### src/rtcal_pkg.sv
// package: register map, field layout and link constants for the rtc alarm slave
package rtcal_pkg;
  localparam logic [7:0] OFS_CTRL2    = 8'h01;
  localparam logic [7:0] OFS_SECONDS  = 8'h02;
  localparam logic [7:0] OFS_MINUTES  = 8'h03;
  localparam logic [7:0] OFS_HOURS    = 8'h04;
  localparam logic [7:0] OFS_DATES    = 8'h05;
  localparam logic [7:0] OFS_WEEKDAY  = 8'h06;
  localparam logic [7:0] OFS_AL_MIN   = 8'h09;
  localparam logic [7:0] OFS_AL_HOUR  = 8'h0A;
  localparam logic [7:0] OFS_AL_DATE  = 8'h0B;
  localparam logic [7:0] OFS_AL_WDAY  = 8'h0C;
  localparam logic [7:0] OFS_LAST     = 8'h0F;
  localparam int         MEM_DEPTH    = 16;
  localparam int         MEM_AW       = 4;
  localparam int         BIT_AE       = 7;
  localparam int         BIT_AF       = 3;
  localparam int         BIT_AIE      = 1;
  localparam logic [7:0] MASK_MIN     = 8'h7F;
  localparam logic [7:0] MASK_HRDT    = 8'h3F;
  localparam logic [7:0] MASK_WDAY    = 8'h07;
  localparam logic [7:0] MASK_AL_MIN  = 8'hFF;
  localparam logic [7:0] MASK_AL_HRDT = 8'hBF;
  localparam logic [7:0] MASK_AL_WDAY = 8'h87;
  localparam logic [6:0] SLAVE_ADDR   = 7'h51;
  localparam logic [3:0] BITS_BYTE    = 4'h8;
  localparam logic [7:0] ZERO_BYTE    = 8'h00;
  typedef enum logic [2:0] {
    ST_IDLE, ST_RX, ST_ACK, ST_TX, ST_TXACK, ST_WAITP
  } rtcal_state_t;
endpackage

### src/rtcal_mem_if.sv
// interface: register memory port between the slave and its memory
`timescale 1ns/1ps
`default_nettype none
interface rtcal_mem_if;
  import rtcal_pkg::*;
  logic              we;
  logic [MEM_AW-1:0] waddr;
  logic [7:0]        wdata;
  logic [MEM_AW-1:0] raddr;
  logic [7:0]        rdata;
  modport ctrl (output we, output waddr, output wdata, output raddr,
                input rdata);
  modport mem  (input we, input waddr, input wdata, input raddr,
                output rdata);
endinterface
`default_nettype wire

### src/rtcal_top.sv
// module: rtc alarm comparison and two-wire serial slave
// Behaviour
// compare alarm field only when disable clear
// all enabled matches first time set flag
// flag sticky until software clears it
// re-set only on new match entry
// disabled alarm registers ignored in decision
// minute alarm disable D7, BCD D6-D0
// hour/date alarm disable D7, D6 zero
// weekday alarm disable D7, D2-D0 value
// lines released when bus idle
// detect start and stop conditions
// repeated start detected like start
// sample data on clock high, drive low
// bytes of eight bits, unlimited count
// address pointer increments after each byte
// acknowledge driven low in ninth clock
// master releases data after its ack
// no master ack ends transmit, await stop
// respond only to own seven-bit address
// direction bit zero, one means read
// master avoids test-mode addresses
// write: address, pointer, data bytes, stop
// plain read starts at current pointer
// writing zero clears flag, one keeps
// interrupt enable gates flag report
// no response beyond the last register; a read still sends one byte past it, from register ptr_q[3:0]
`timescale 1ns/1ps
`default_nettype none
module rtcal_top
  import rtcal_pkg::*;
(
  // clock and reset
  input  wire logic       MCLK,
  input  wire logic       ARST_N,
  // two-wire bus, open drain
  input  wire logic       SCL_IN,
  input  wire logic       SDA_IN,
  output logic            SDA_OUT,
  output logic            SDA_OE_N,
  // running time from the counter domain, BCD
  input  wire logic [7:0] TIME_MIN,
  input  wire logic [7:0] TIME_HOUR,
  input  wire logic [7:0] TIME_DATE,
  input  wire logic [7:0] TIME_WDAY,
  // alarm status
  output logic            ALARM_FLAG,
  output logic            ALARM_IRQ
);
  // ****************************************************
  // input synchronisers
  // ****************************************************
  logic [2:0] scl_sy_q;
  logic [2:0] sda_sy_q;
  logic       scl_q;
  logic       sda_q;
  logic       scl_prev_q;
  logic       sda_prev_q;

  always_ff @(posedge MCLK or negedge ARST_N)
  begin
    if (!ARST_N)
    begin
      scl_sy_q <= 3'h7;
      sda_sy_q <= 3'h7;
    end
    else
    begin
      scl_sy_q <= {scl_sy_q[1:0], SCL_IN};
      sda_sy_q <= {sda_sy_q[1:0], SDA_IN};
    end
  end

  // a level counts only once stages two and three agree
  always_ff @(posedge MCLK or negedge ARST_N)
  begin
    if (!ARST_N)
    begin
      scl_q      <= 1'b1;
      sda_q      <= 1'b1;
      scl_prev_q <= 1'b1;
      sda_prev_q <= 1'b1;
    end
    else
    begin
      if (scl_sy_q[1] == scl_sy_q[2])
      begin
        scl_q <= scl_sy_q[2];
      end
      if (sda_sy_q[1] == sda_sy_q[2])
      begin
        sda_q <= sda_sy_q[2];
      end
      scl_prev_q <= scl_q;
      sda_prev_q <= sda_q;
    end
  end

  logic scl_rise;
  logic scl_fall;
  logic start_det;
  logic stop_det;
  assign scl_rise  = scl_q & ~scl_prev_q;
  assign scl_fall  = ~scl_q & scl_prev_q;
  // start and stop
  assign start_det = scl_q & scl_prev_q & sda_prev_q & ~sda_q;
  assign stop_det  = scl_q & scl_prev_q & ~sda_prev_q & sda_q;

  // ****************************************************
  // serial slave state
  // ****************************************************
  rtcal_state_t state_q;
  logic [3:0]   bit_cnt_q;
  logic [7:0]   shift_q;
  logic [7:0]   ptr_q;
  logic         first_q;
  logic         ptr_set_q;
  logic         rd_dir_q;
  logic         ack_q;
  logic         mack_q;
  logic         sda_drv_q;
  logic         wr_stb;
  logic [7:0]   rx_byte;
  logic         ptr_ok;
  logic         af_wr_clr;

  assign rx_byte = {shift_q[6:0], sda_q};
  // valid register range
  assign ptr_ok  = (ptr_q <= OFS_LAST);

  rtcal_mem_if mif ();
  rtcal_regmem u_mem (
    .MCLK   (MCLK),
    .ARST_N (ARST_N),
    .port   (mif.mem)
  );

  always_ff @(posedge MCLK or negedge ARST_N)
  begin
    if (!ARST_N)
    begin
      state_q   <= ST_IDLE;
      bit_cnt_q <= 4'h0;
      shift_q   <= ZERO_BYTE;
      first_q   <= 1'b0;
      ptr_set_q <= 1'b0;
      rd_dir_q  <= 1'b0;
      ack_q     <= 1'b0;
      mack_q    <= 1'b0;
    end
    else if (start_det)
    begin
      state_q   <= ST_RX;
      bit_cnt_q <= 4'h0;
      first_q   <= 1'b1;
      ptr_set_q <= 1'b0;
    end
    else if (stop_det)
    begin
      state_q <= ST_IDLE;
    end
    else
    begin
      case (state_q)
        ST_RX:
        begin
          // sample on rising clock
          if (scl_rise)
          begin
            shift_q   <= rx_byte;
            bit_cnt_q <= bit_cnt_q + 4'h1;
          end
          if (scl_fall && bit_cnt_q == BITS_BYTE)
          begin
            bit_cnt_q <= 4'h0;
            if (first_q)
            begin
              // own address and direction
              ack_q    <= (shift_q[7:1] == SLAVE_ADDR);
              rd_dir_q <= shift_q[0];
              state_q  <= (shift_q[7:1] == SLAVE_ADDR) ? ST_ACK : ST_WAITP;
            end
            else
            begin
              // refuse data beyond the map
              ack_q   <= ptr_set_q ? ptr_ok : 1'b1;
              state_q <= (ptr_set_q && !ptr_ok) ? ST_WAITP : ST_ACK;
            end
          end
        end
        ST_ACK:
        begin
          if (scl_fall)
          begin
            first_q   <= 1'b0;
            ptr_set_q <= ptr_set_q | ~first_q;
            state_q   <= (first_q && rd_dir_q) ? ST_TX : ST_RX;
            shift_q   <= mif.rdata;
          end
        end
        ST_TX:
        begin
          if (scl_fall)
          begin
            bit_cnt_q <= bit_cnt_q + 4'h1;
            shift_q   <= {shift_q[6:0], 1'b0};
            if (bit_cnt_q == BITS_BYTE - 4'h1)
            begin
              bit_cnt_q <= 4'h0;
              state_q   <= ST_TXACK;
            end
          end
        end
        ST_TXACK:
        begin
          if (scl_rise)
          begin
            mack_q <= ~sda_q;
          end
          // no master ack: release and wait
          if (scl_fall)
          begin
            state_q <= mack_q && ptr_ok ? ST_TX : ST_WAITP;
            shift_q <= mif.rdata;
          end
        end
        default:
        begin
          state_q <= state_q;
        end
      endcase
    end
  end

  // ****************************************************
  // address pointer and register writes
  // ****************************************************
  // second byte sets pointer, rest are data
  assign wr_stb = (state_q == ST_ACK) && scl_fall && !first_q && ptr_set_q;

  // pointer auto increment
  always_ff @(posedge MCLK or negedge ARST_N)
  begin
    if (!ARST_N)
    begin
      ptr_q <= ZERO_BYTE;
    end
    else if (state_q == ST_ACK && scl_fall && !first_q)
    begin
      ptr_q <= ptr_set_q ? ptr_q + 8'h01 : shift_q;
    end
    else if (state_q == ST_TXACK && scl_fall)
    begin
      ptr_q <= ptr_q + 8'h01;
    end
  end

  // unimplemented bits kept at zero
  function automatic logic [7:0] wmask(input logic [7:0] a);
    logic [7:0] m;
    m = ZERO_BYTE;
    if (a == OFS_AL_MIN)
    begin
      m = MASK_AL_MIN;
    end
    else if (a == OFS_AL_HOUR || a == OFS_AL_DATE)
    begin
      m = MASK_AL_HRDT;
    end
    else if (a == OFS_AL_WDAY)
    begin
      m = MASK_AL_WDAY;
    end
    else if (a <= OFS_LAST)
    begin
      m = 8'hFF;
    end
    return m;
  endfunction

  assign mif.we    = wr_stb && ptr_ok;
  assign mif.waddr = ptr_q[MEM_AW-1:0];
  assign mif.wdata = shift_q & wmask(ptr_q);
  // read next pointer early so data is ready at the byte start
  assign mif.raddr = ptr_q[MEM_AW-1:0] + ((state_q == ST_TXACK) ?
                     4'h1 : 4'h0);

  // ****************************************************
  // data line drive
  // ****************************************************
  always_ff @(posedge MCLK or negedge ARST_N)
  begin
    if (!ARST_N)
    begin
      sda_drv_q <= 1'b0;
    end
    else if (start_det || stop_det)
    begin
      sda_drv_q <= 1'b0;
    end
    // answer at the fall itself: one cycle later can reach the pin after
    // the clock rises again and read back as a start or stop
    else if (scl_fall && state_q == ST_RX && bit_cnt_q == BITS_BYTE)
    begin
      sda_drv_q <= first_q ? (shift_q[7:1] == SLAVE_ADDR) :
                   (!ptr_set_q || ptr_ok);
    end
    else if (scl_fall && state_q == ST_ACK)
    begin
      sda_drv_q <= first_q && rd_dir_q && !mif.rdata[7];
    end
    else if (scl_fall && state_q == ST_TX)
    begin
      sda_drv_q <= (bit_cnt_q != BITS_BYTE - 4'h1) && !shift_q[6];
    end
    else if (scl_fall && state_q == ST_TXACK)
    begin
      sda_drv_q <= mack_q && ptr_ok && !mif.rdata[7];
    end
    else
    begin
      case (state_q)
        // ack low through ninth clock
        ST_ACK:   sda_drv_q <= ack_q;
        // transmit bits change while clock low
        ST_TX:    sda_drv_q <= ~shift_q[7];
        // released otherwise
        default:  sda_drv_q <= 1'b0;
      endcase
    end
  end

  assign SDA_OUT  = 1'b0;
  assign SDA_OE_N = ~sda_drv_q;

  // ****************************************************
  // alarm comparison
  // ****************************************************
  logic [7:0] al_min_q;
  logic [7:0] al_hour_q;
  logic [7:0] al_date_q;
  logic [7:0] al_wday_q;
  logic       aie_q;
  logic       af_q;
  logic       match_prev_q;
  logic       match;

  // shadow the alarm fields so comparison does not need the memory port
  always_ff @(posedge MCLK or negedge ARST_N)
  begin
    if (!ARST_N)
    begin
      al_min_q  <= 8'h80;
      al_hour_q <= 8'h80;
      al_date_q <= 8'h80;
      al_wday_q <= 8'h80;
      aie_q     <= 1'b0;
    end
    else if (mif.we)
    begin
      if (ptr_q == OFS_AL_MIN)
      begin
        al_min_q <= mif.wdata;
      end
      else if (ptr_q == OFS_AL_HOUR)
      begin
        al_hour_q <= mif.wdata;
      end
      else if (ptr_q == OFS_AL_DATE)
      begin
        al_date_q <= mif.wdata;
      end
      else if (ptr_q == OFS_AL_WDAY)
      begin
        al_wday_q <= mif.wdata;
      end
      else if (ptr_q == OFS_CTRL2)
      begin
        aie_q <= mif.wdata[BIT_AIE];
      end
    end
  end

  // disabled fields always match
  assign match = (al_min_q[BIT_AE]  |
                  ((al_min_q & MASK_MIN) == (TIME_MIN & MASK_MIN))) &
                 (al_hour_q[BIT_AE] |
                  ((al_hour_q & MASK_HRDT) == (TIME_HOUR & MASK_HRDT))) &
                 (al_date_q[BIT_AE] |
                  ((al_date_q & MASK_HRDT) == (TIME_DATE & MASK_HRDT))) &
                 (al_wday_q[BIT_AE] |
                  ((al_wday_q & MASK_WDAY) == (TIME_WDAY & MASK_WDAY))) &
                 ~(al_min_q[BIT_AE] & al_hour_q[BIT_AE] &
                   al_date_q[BIT_AE] & al_wday_q[BIT_AE]);

  // write zero clears the flag
  assign af_wr_clr = mif.we && ptr_q == OFS_CTRL2 && !mif.wdata[BIT_AF];

  always_ff @(posedge MCLK or negedge ARST_N)
  begin
    if (!ARST_N)
    begin
      match_prev_q <= 1'b0;
      af_q         <= 1'b0;
    end
    else
    begin
      match_prev_q <= match;
      // set on match entry, set beats clear
      if (match && !match_prev_q)
      begin
        af_q <= 1'b1;
      end
      else if (af_wr_clr)
      begin
        af_q <= 1'b0;
      end
    end
  end

  assign ALARM_FLAG = af_q;
  // enable gates report
  assign ALARM_IRQ  = af_q & aie_q;
endmodule
`default_nettype wire

### src/rtcal_regmem.sv
// module: small register memory with registered read data
`timescale 1ns/1ps
`default_nettype none
module rtcal_regmem
  import rtcal_pkg::*;
(
  // clock and reset
  input  wire logic  MCLK,
  input  wire logic  ARST_N,
  // memory port
  rtcal_mem_if.mem   port
);
  logic [7:0] mem_q [MEM_DEPTH];

  // no reset on storage; contents are software defined like the part's
  always_ff @(posedge MCLK)
  begin
    if (port.we)
    begin
      mem_q[port.waddr] <= port.wdata;
    end
  end

  always_ff @(posedge MCLK or negedge ARST_N)
  begin
    if (!ARST_N)
    begin
      port.rdata <= ZERO_BYTE;
    end
    else
    begin
      port.rdata <= mem_q[port.raddr];
    end
  end
endmodule
`default_nettype wire

### config.mk
export PLATFORM = sky130hd
export DESIGN_NAME = rtcal_top
export DESIGN_NICKNAME = d
export VERILOG_FILES = /design/src/rtcal_pkg.sv /design/src/rtcal_mem_if.sv /design/src/rtcal_top.sv /design/src/rtcal_regmem.sv
export SDC_FILE = /design/constraint.sdc
export NUM_CORES = 1
export LEC_CHECK = 0
export BUFFER_PORTS_ARGS = -buffer_cell sky130_fd_sc_hd__buf_2
export CAP_MARGIN = 20
export CORE_UTILIZATION = 45
export CTS_BUF_LIST = sky130_fd_sc_hd__clkbuf_16
export DETAILED_ROUTE_END_ITERATION = 6
export HOLD_SLACK_MARGIN = 0.05
export PLACE_DENSITY = 0.61
export RECOVER_POWER = 50
export SYNTH_ARGS = -nofsm -noshare
export SYNTH_HDL_FRONTEND = slang
export SYNTH_SLANG_ARGS = --single-unit
export TNS_END_PERCENT = 100
### constraint.sdc
create_clock -name MCLK -period 4.85 [get_ports MCLK]
set_input_delay 0.2425 -clock MCLK [delete_from_list [all_inputs] [get_ports MCLK]]
set_output_delay 0.2425 -clock MCLK [all_outputs]
set_load 0.02 [all_outputs]
After elaboration in Yosys (flattened, before gate mapping)
Memories as Yosys holds them, arrays and structs flattened. A register that Yosys moved wholly into a read port is not among the register bits.
Cells that the tools add are included.
{"block": "totals", "register_bits": 74, "mem_bits_rw": 128, "input_bits": 36, "out_inout_bits": 4, "word_cells": 195, "n_memories": 1}
{"name": "u_mem.mem_q", "depth": 16, "width": 8, "read_ports": 1, "rd_ports_with_merged_regs": 1, "write_ports": 1, "line_no": "rtcal_regmem.sv:13", "source": "logic [7:0] mem_q [MEM_DEPTH];"}
{"block": "classes", "add_sub_neg": 3, "order_cmp": 1, "eq_ne": 30, "mux": 53, "bitwise_logic": 35, "reduce_logical": 49}
{"cell": "$mux W8", "n": 10}
{"cell": "$mux W3", "n": 11}
{"cell": "$eq A8 B4 Y1 const B", "n": 4}
{"cell": "$mux W4", "n": 6}
{"cell": "$ne A4 B4 Y1 const B", "n": 6}
{"cell": "$pmux W8 S3", "n": 1}
{"cell": "$mux W1", "n": 21}
{"cell": "$logic_and A1 B1 Y1", "n": 18}
{"cell": "$reduce_and A6 Y1", "n": 3}
{"cell": "$reduce_and A4 Y1", "n": 4}
{"cell": "$and A1 B1 Y1", "n": 15}
{"cell": "$not A1 Y1", "n": 14}
{"cell": "$eq A6 B6 Y1", "n": 2}
{"cell": "$pmux W3 S4", "n": 1}
{"cell": "$reduce_and A5 Y1", "n": 2}
{"cell": "$add A8 B1 Y8 const B", "n": 1}
{"cell": "$and A8 B8 Y8", "n": 1}
{"cell": "$eq A8 B1 Y1 const B", "n": 1}
{"cell": "$le A8 B4 Y1 const B", "n": 1}
{"cell": "$logic_not A1 Y1", "n": 8}
{"cell": "$pmux W4 S2", "n": 1}
{"cell": "$reduce_bool A2 Y1", "n": 4}
{"cell": "$eq A7 B7 Y1", "n": 1}
{"cell": "$eq A7 B7 Y1 const B", "n": 1}
{"cell": "other kinds (22)", "n": 34}

Depth between registers and ports, before layout
{"block": "depth", "depth_word": 10, "depth_mapped": 7, "ltp_nobuf": 7}

Modules after synthesis
Synthesis repeated with hierarchy kept, for this count alone.
{"block": "hier_totals", "cells_unflattened": 557, "hier_area_um2": 8842.2}
{"module": "rtcal_regmem", "n_inst": 1, "cells_each": 229, "area_each_um2": 5187.5, "seq_area_each_um2": 4043.9}
{"module": "rtcal_top", "n_inst": 1, "cells_each": 328, "area_each_um2": 3654.8, "seq_area_each_um2": 1719.1}

Worst setup path after synthesis
Ideal clock, no wire load.
{"block": "synth_timing", "path_kind": "register -> register", "from": "register state_q[1]", "to": "register u_mem.port.rdata[1], read port of u_mem.mem_q", "setup_time_ps": 140, "arrival_time_ps": 2502, "t_required_ps": 4710, "setup_slack_ps": 2208, "stages_incl_launch_ff": 8, "n_path_buf": 3, "period_less_slack_ps": 2642, "cell_sequence": "dfrtp_1 -> buf_2 -> nor3b_2 -> ha_1 -> clkbuf_1 -> buf_2 -> mux4_2 -> mux4_1"}
{"block": "synth_via", "elab_chain_len": 3}
{"element": "start: declaration", "line_no": "rtcal_top.sv:112", "source": "rtcal_state_t state_q;"}
{"element": "start signal: assignment", "line_no": "rtcal_top.sv:181", "source": "state_q <= (shift_q[7:1] == SLAVE_ADDR) ? ST_ACK : ST_WAITP;"}
{"element": "start signal: assignment", "line_no": "rtcal_top.sv:187", "source": "state_q <= (ptr_set_q && !ptr_ok) ? ST_WAITP : ST_ACK;"}
{"element": "start signal: assignment", "line_no": "rtcal_top.sv:197", "source": "state_q <= (first_q && rd_dir_q) ? ST_TX : ST_RX;"}
{"element": "$eq A3 B3 Y1", "line_no": "rtcal_top.sv:285", "source": "assign mif.raddr = ptr_q[MEM_AW-1:0] + ((state_q == ST_TXACK) ?"}
{"element": "$mux W1", "line_no": "rtcal_top.sv:285"}
{"element": "$add A4 B1 Y4", "line_no": "rtcal_top.sv:285"}
{"element": "end: declaration", "line_no": "rtcal_mem_if.sv:14", "source": "output rdata);"}
No other way between the ends.
A chain may end at the register's enable or synchronous reset.

Final worst setup path
{"block": "layout_timing", "from": "register ptr_q[5]", "to": "memory u_mem.mem_q[7][1] (enable)"}
{"block": "layout_via", "elab_chain_len": 4}
{"element": "start: declaration", "line_no": "rtcal_top.sv:115", "source": "logic [7:0] ptr_q;"}
{"element": "start signal: assignment", "line_no": "rtcal_top.sv:250", "source": "ptr_q <= ptr_set_q ? ptr_q + 8'h01 : shift_q;"}
{"element": "start signal: assignment", "line_no": "rtcal_top.sv:254", "source": "ptr_q <= ptr_q + 8'h01;"}
{"element": "$le A8 B4 Y1", "line_no": "rtcal_top.sv:129", "source": "assign ptr_ok = (ptr_q <= OFS_LAST);"}
{"element": "$logic_and A1 B1 Y1", "line_no": "rtcal_top.sv:281", "source": "assign mif.we = wr_stb && ptr_ok;"}
{"element": "$mux W1", "line_no": "rtcal_regmem.sv:18", "source": "if (port.we)"}
{"element": "$mux W1 (not written as such)", "line_no": "rtcal_regmem.sv:20", "source": "mem_q[port.waddr] <= port.wdata;"}
{"element": "end: declaration", "line_no": "rtcal_regmem.sv:13"}
No other way between the ends.

==> impl_results.md <==
- Clk root buf: clkbuf_16
- EDFF count, synth: about 130
- # fillers: roughly 1600
- Commonest non-fill, non-tap cells in the layout: 128 x edfxtp_1, 62 x dfrtp_1, 41 x nand2_1
- Post-CTS setup buffer count: 0
- First-pass GRT wire length: roughly 29000 um
- Max-cap violation count: 2
- Vias: approximately 5000
- Vias per cell: 5.512
- Final non-filler cell total: ~900
- Crit end category: flip-flop
- Bufs on Longest Clock Path: 3
- HPWL Detailed: 11880 um
- Arr. time, crit path: 3720 ps
- Worst Path Class, Setup: reg -> reg
- Die area: about 0.02 mm2
- Slew HR: -29.40%
- Vias in the first global route: 4976
- Row count: 50
- Post_cts resized: 0
- Worst-margin pin slew: 1941 ps
- Ys Warns: 0
- Clk pin slew, worst setup/hold paths: 60 ps
- Final Power: approximately 4.5 mW
- GRT Util Overall: around a fifth
- Final Hold Violating Endpoints: 0
- Initial antenna violation count: 0
- Post-route cell area: 0.009844 mm2
- PortBufs: 28
- Maximum clock rate: ~280 MHz
- ANT nets after route: 0
- Sequential share of the synthesized area: 65.62%
- Setup TNS: 0 ps
- Remaining global-route overflow: 0
- Share of cells above drive strength 1: about a fifth
- Commonest non-fill, non-tap cell in the layout: edfxtp_1
- TritonRoute pass-1 iters: 5
- Largest net degree at the start of global routing: 77
- Hold Path Class: in -> reg
- GPL Wtd Cong: ~0.80
- WHS: around 150 ps
- Fin nets: 650
- # setup viols final: 0
- Synth unique cells: 63
- Register bit count reported by yosys: roughly 200
- Clock latency on the worst-skew pair: around 500 ps
- Antenna cells: 0
- Die width: about 140 um
- P_leak: 3.574 nW
- Die Span Y: 141.7 um
- Final WL: between 15000 and 20000 um
- 1st-iter DRT viols: 350
- Layout area overhead: 12.10%
- PwrDens: around 460 mW/mm2
- Worst endpoint required time: 4980 ps
- Post-place setup slack: 1628 ps
- Total instance count after detailed placement: about 840
- CTS H-tree depth: 1
- Worst setup margin: about 1300 ps
- Crit Path Max Fanout: 8
- Violated checks: max-capacitance violations, max-slew violations
- Syn avg cell area: 15.49 um2
- Wirelength per Cell: roughly 21 um
- Syn Inst Count: approximately 570
- CTS Sinks: roughly 200
- TritonCTS clock tree: done
- Net Count, Synth: 611
- Total CTS buffers: 21
- Finished Core Util: a little over half
- Status: finished with violations
- Synth Cell Area: 0.008782 mm2
- Startpoint Class: flip-flop
- Top FF cell, synth: edfxtp_1
- RSZ-0062 raised after global routing: no
- Slew Limit Fails: 86
- Fin crit share: 74.16%
- DRC errors left: 0
- Num ports: 40
- Peak supply drop: 0.3328 mV
- Share of flip-flops with an asynchronous set or reset: between 30% and 40%
- Starting density of the core: between 40% and 50%
- Core area: ~0.019 mm2
- Final worst path period need: roughly 3600 ps
- Setup Skew: ~12 ps
- Placed Instance Area: around 0.009 mm2
## critical path, cell delays in order, from the launching register on
cell and delay (ps):
dfrtp_1 460, nor4_1 1270, nand4_2 430, nor3b_1 440, and2_1 630
## report_power, final
group	switching, mW	total, mW	internal [mW]
Clock	0.664	1.62	0.952
Combinational	0.427	0.729	0.302
Sequential	0.132	2.18	2.05
## cell usage after synthesis, drive strengths merged (2+ instances only)
library cell / count / share of area (%)
edfxtp: 128 / 44
dfrtp: 62 / 18
nand2: 41 / 1.8
mux4: 40 / 10
o21ai: 27 / 1.8
nor2: 26 / 1.1
a21oi: 21 / 1.2
inv: 19 / 0.81
xor2: 17 / 1.7
and2: 15 / 1.1
dfstp: 14 / 4.2
nand3: 14 / 0.85
buf: 13 / 0.87
xnor2: 11 / 1.1
mux2: 10 / 1.4
mux2i: 9 / 1.0
ha: 8 / 1.1
clkbuf: 7 / 0.30
a31oi: 6 / 0.43
nor3: 6 / 0.53
nor3b: 6 / 0.57
nor4: 6 / 0.77
a22oi: 5 / 0.43
and3: 5 / 0.36
nand3b: 5 / 0.43
a211oi: 4 / 0.34
nand2b: 4 / 0.31
nand4: 4 / 0.43
o22ai: 4 / 0.36
nand4b: 3 / 0.30
o31ai: 3 / 0.26
a211o: 2 / 0.20
a21o: 2 / 0.17
a22o: 2 / 0.20
a2bb2oi: 2 / 0.20
maj3: 2 / 0.23
nor2b: 2 / 0.14
o22a: 2 / 0.20
## logic make-up (layout without fill, tap and decap cells)
logic type,Yosys count,count (layout),synth area share (%)
XOR/XNOR,28,28,2.792
other,1,1,0.04270
buffers and inverters,39,93,1.980
adder cells (fa/ha/maj),10,10,1.368
AO/OA/AOI/OAI,84,84,6.226
flip-flops,204,204,65.62
AND/OR/NAND/NOR,142,142,9.190
multiplexers,59,59,12.78
## repair_timing
action,4_1_cts,5_1_grt
hold buffers,3,0
hold endpoints to repair,64,0
setup endpoints to repair,0,0
## metal layers
| metal | global-route usage, % | vias up | wire length, um |
|---|---|---|---|
| met5 | 0 | - | 0 |
| met1 | 28.18 | 2474 | 8751 |
| li1 | - | 2249 | - |
| met3 | 3.274 | 30 | 736 |
| met2 | 31.27 | 103 | 8626 |
| met4 | 5.716 | 0 | 460 |
## final timing paths
| kind | start | end | slack, ps | cells past startpoint |
|---|---|---|---|---|
| hold reg to reg | sda_sy_q[0]$_DFF_PN1_ | sda_sy_q[1]$_DFF_PN1_ | 360 | 0 |
| max in group asynchronous | ARST_N | state_q[2]$_DFFE_PN0P_ | 2870 | 2 |
| hold / removal | TIME_DATE[3] | match_prev_q$_DFF_PN0_ | 150 | 4 |
| min in group asynchronous | ARST_N | al_min_q[0]$_DFFE_PN0P_ | 810 | 2 |
| setup reg to reg | ptr_q[5]$_DFFE_PN0P_ | u_mem.mem_q[7][1]$_DFFE_PP_ | 1250 | 4 |
| setup / recovery | ptr_q[5]$_DFFE_PN0P_ | u_mem.mem_q[7][1]$_DFFE_PP_ | 1250 | 4 |
## flip-flops by register name, summed over array words and instances, names as in the netlist, 3 cells and up
register          flops
u_mem.mem_q         128
al_min_q              8
ptr_q                 8
shift_q               8
u_mem.port.rdata      8
al_date_q             7
al_hour_q             7
al_wday_q             4
bit_cnt_q             4
scl_sy_q              3
sda_sy_q              3
state_q               3
## cell type report
type                    count  area, um2  area share [%]
inverters                  19      71.32          0.7245
repair buffers             36      200.2           2.034
flip-flops and latches    204       5763           58.54
clock buffers              21      525.5           5.338
well taps                 260      325.3           3.305
multi-input cells         324       2798           28.42
clock inverters            17      161.4           1.640
(Power assumes the default switching activity.)
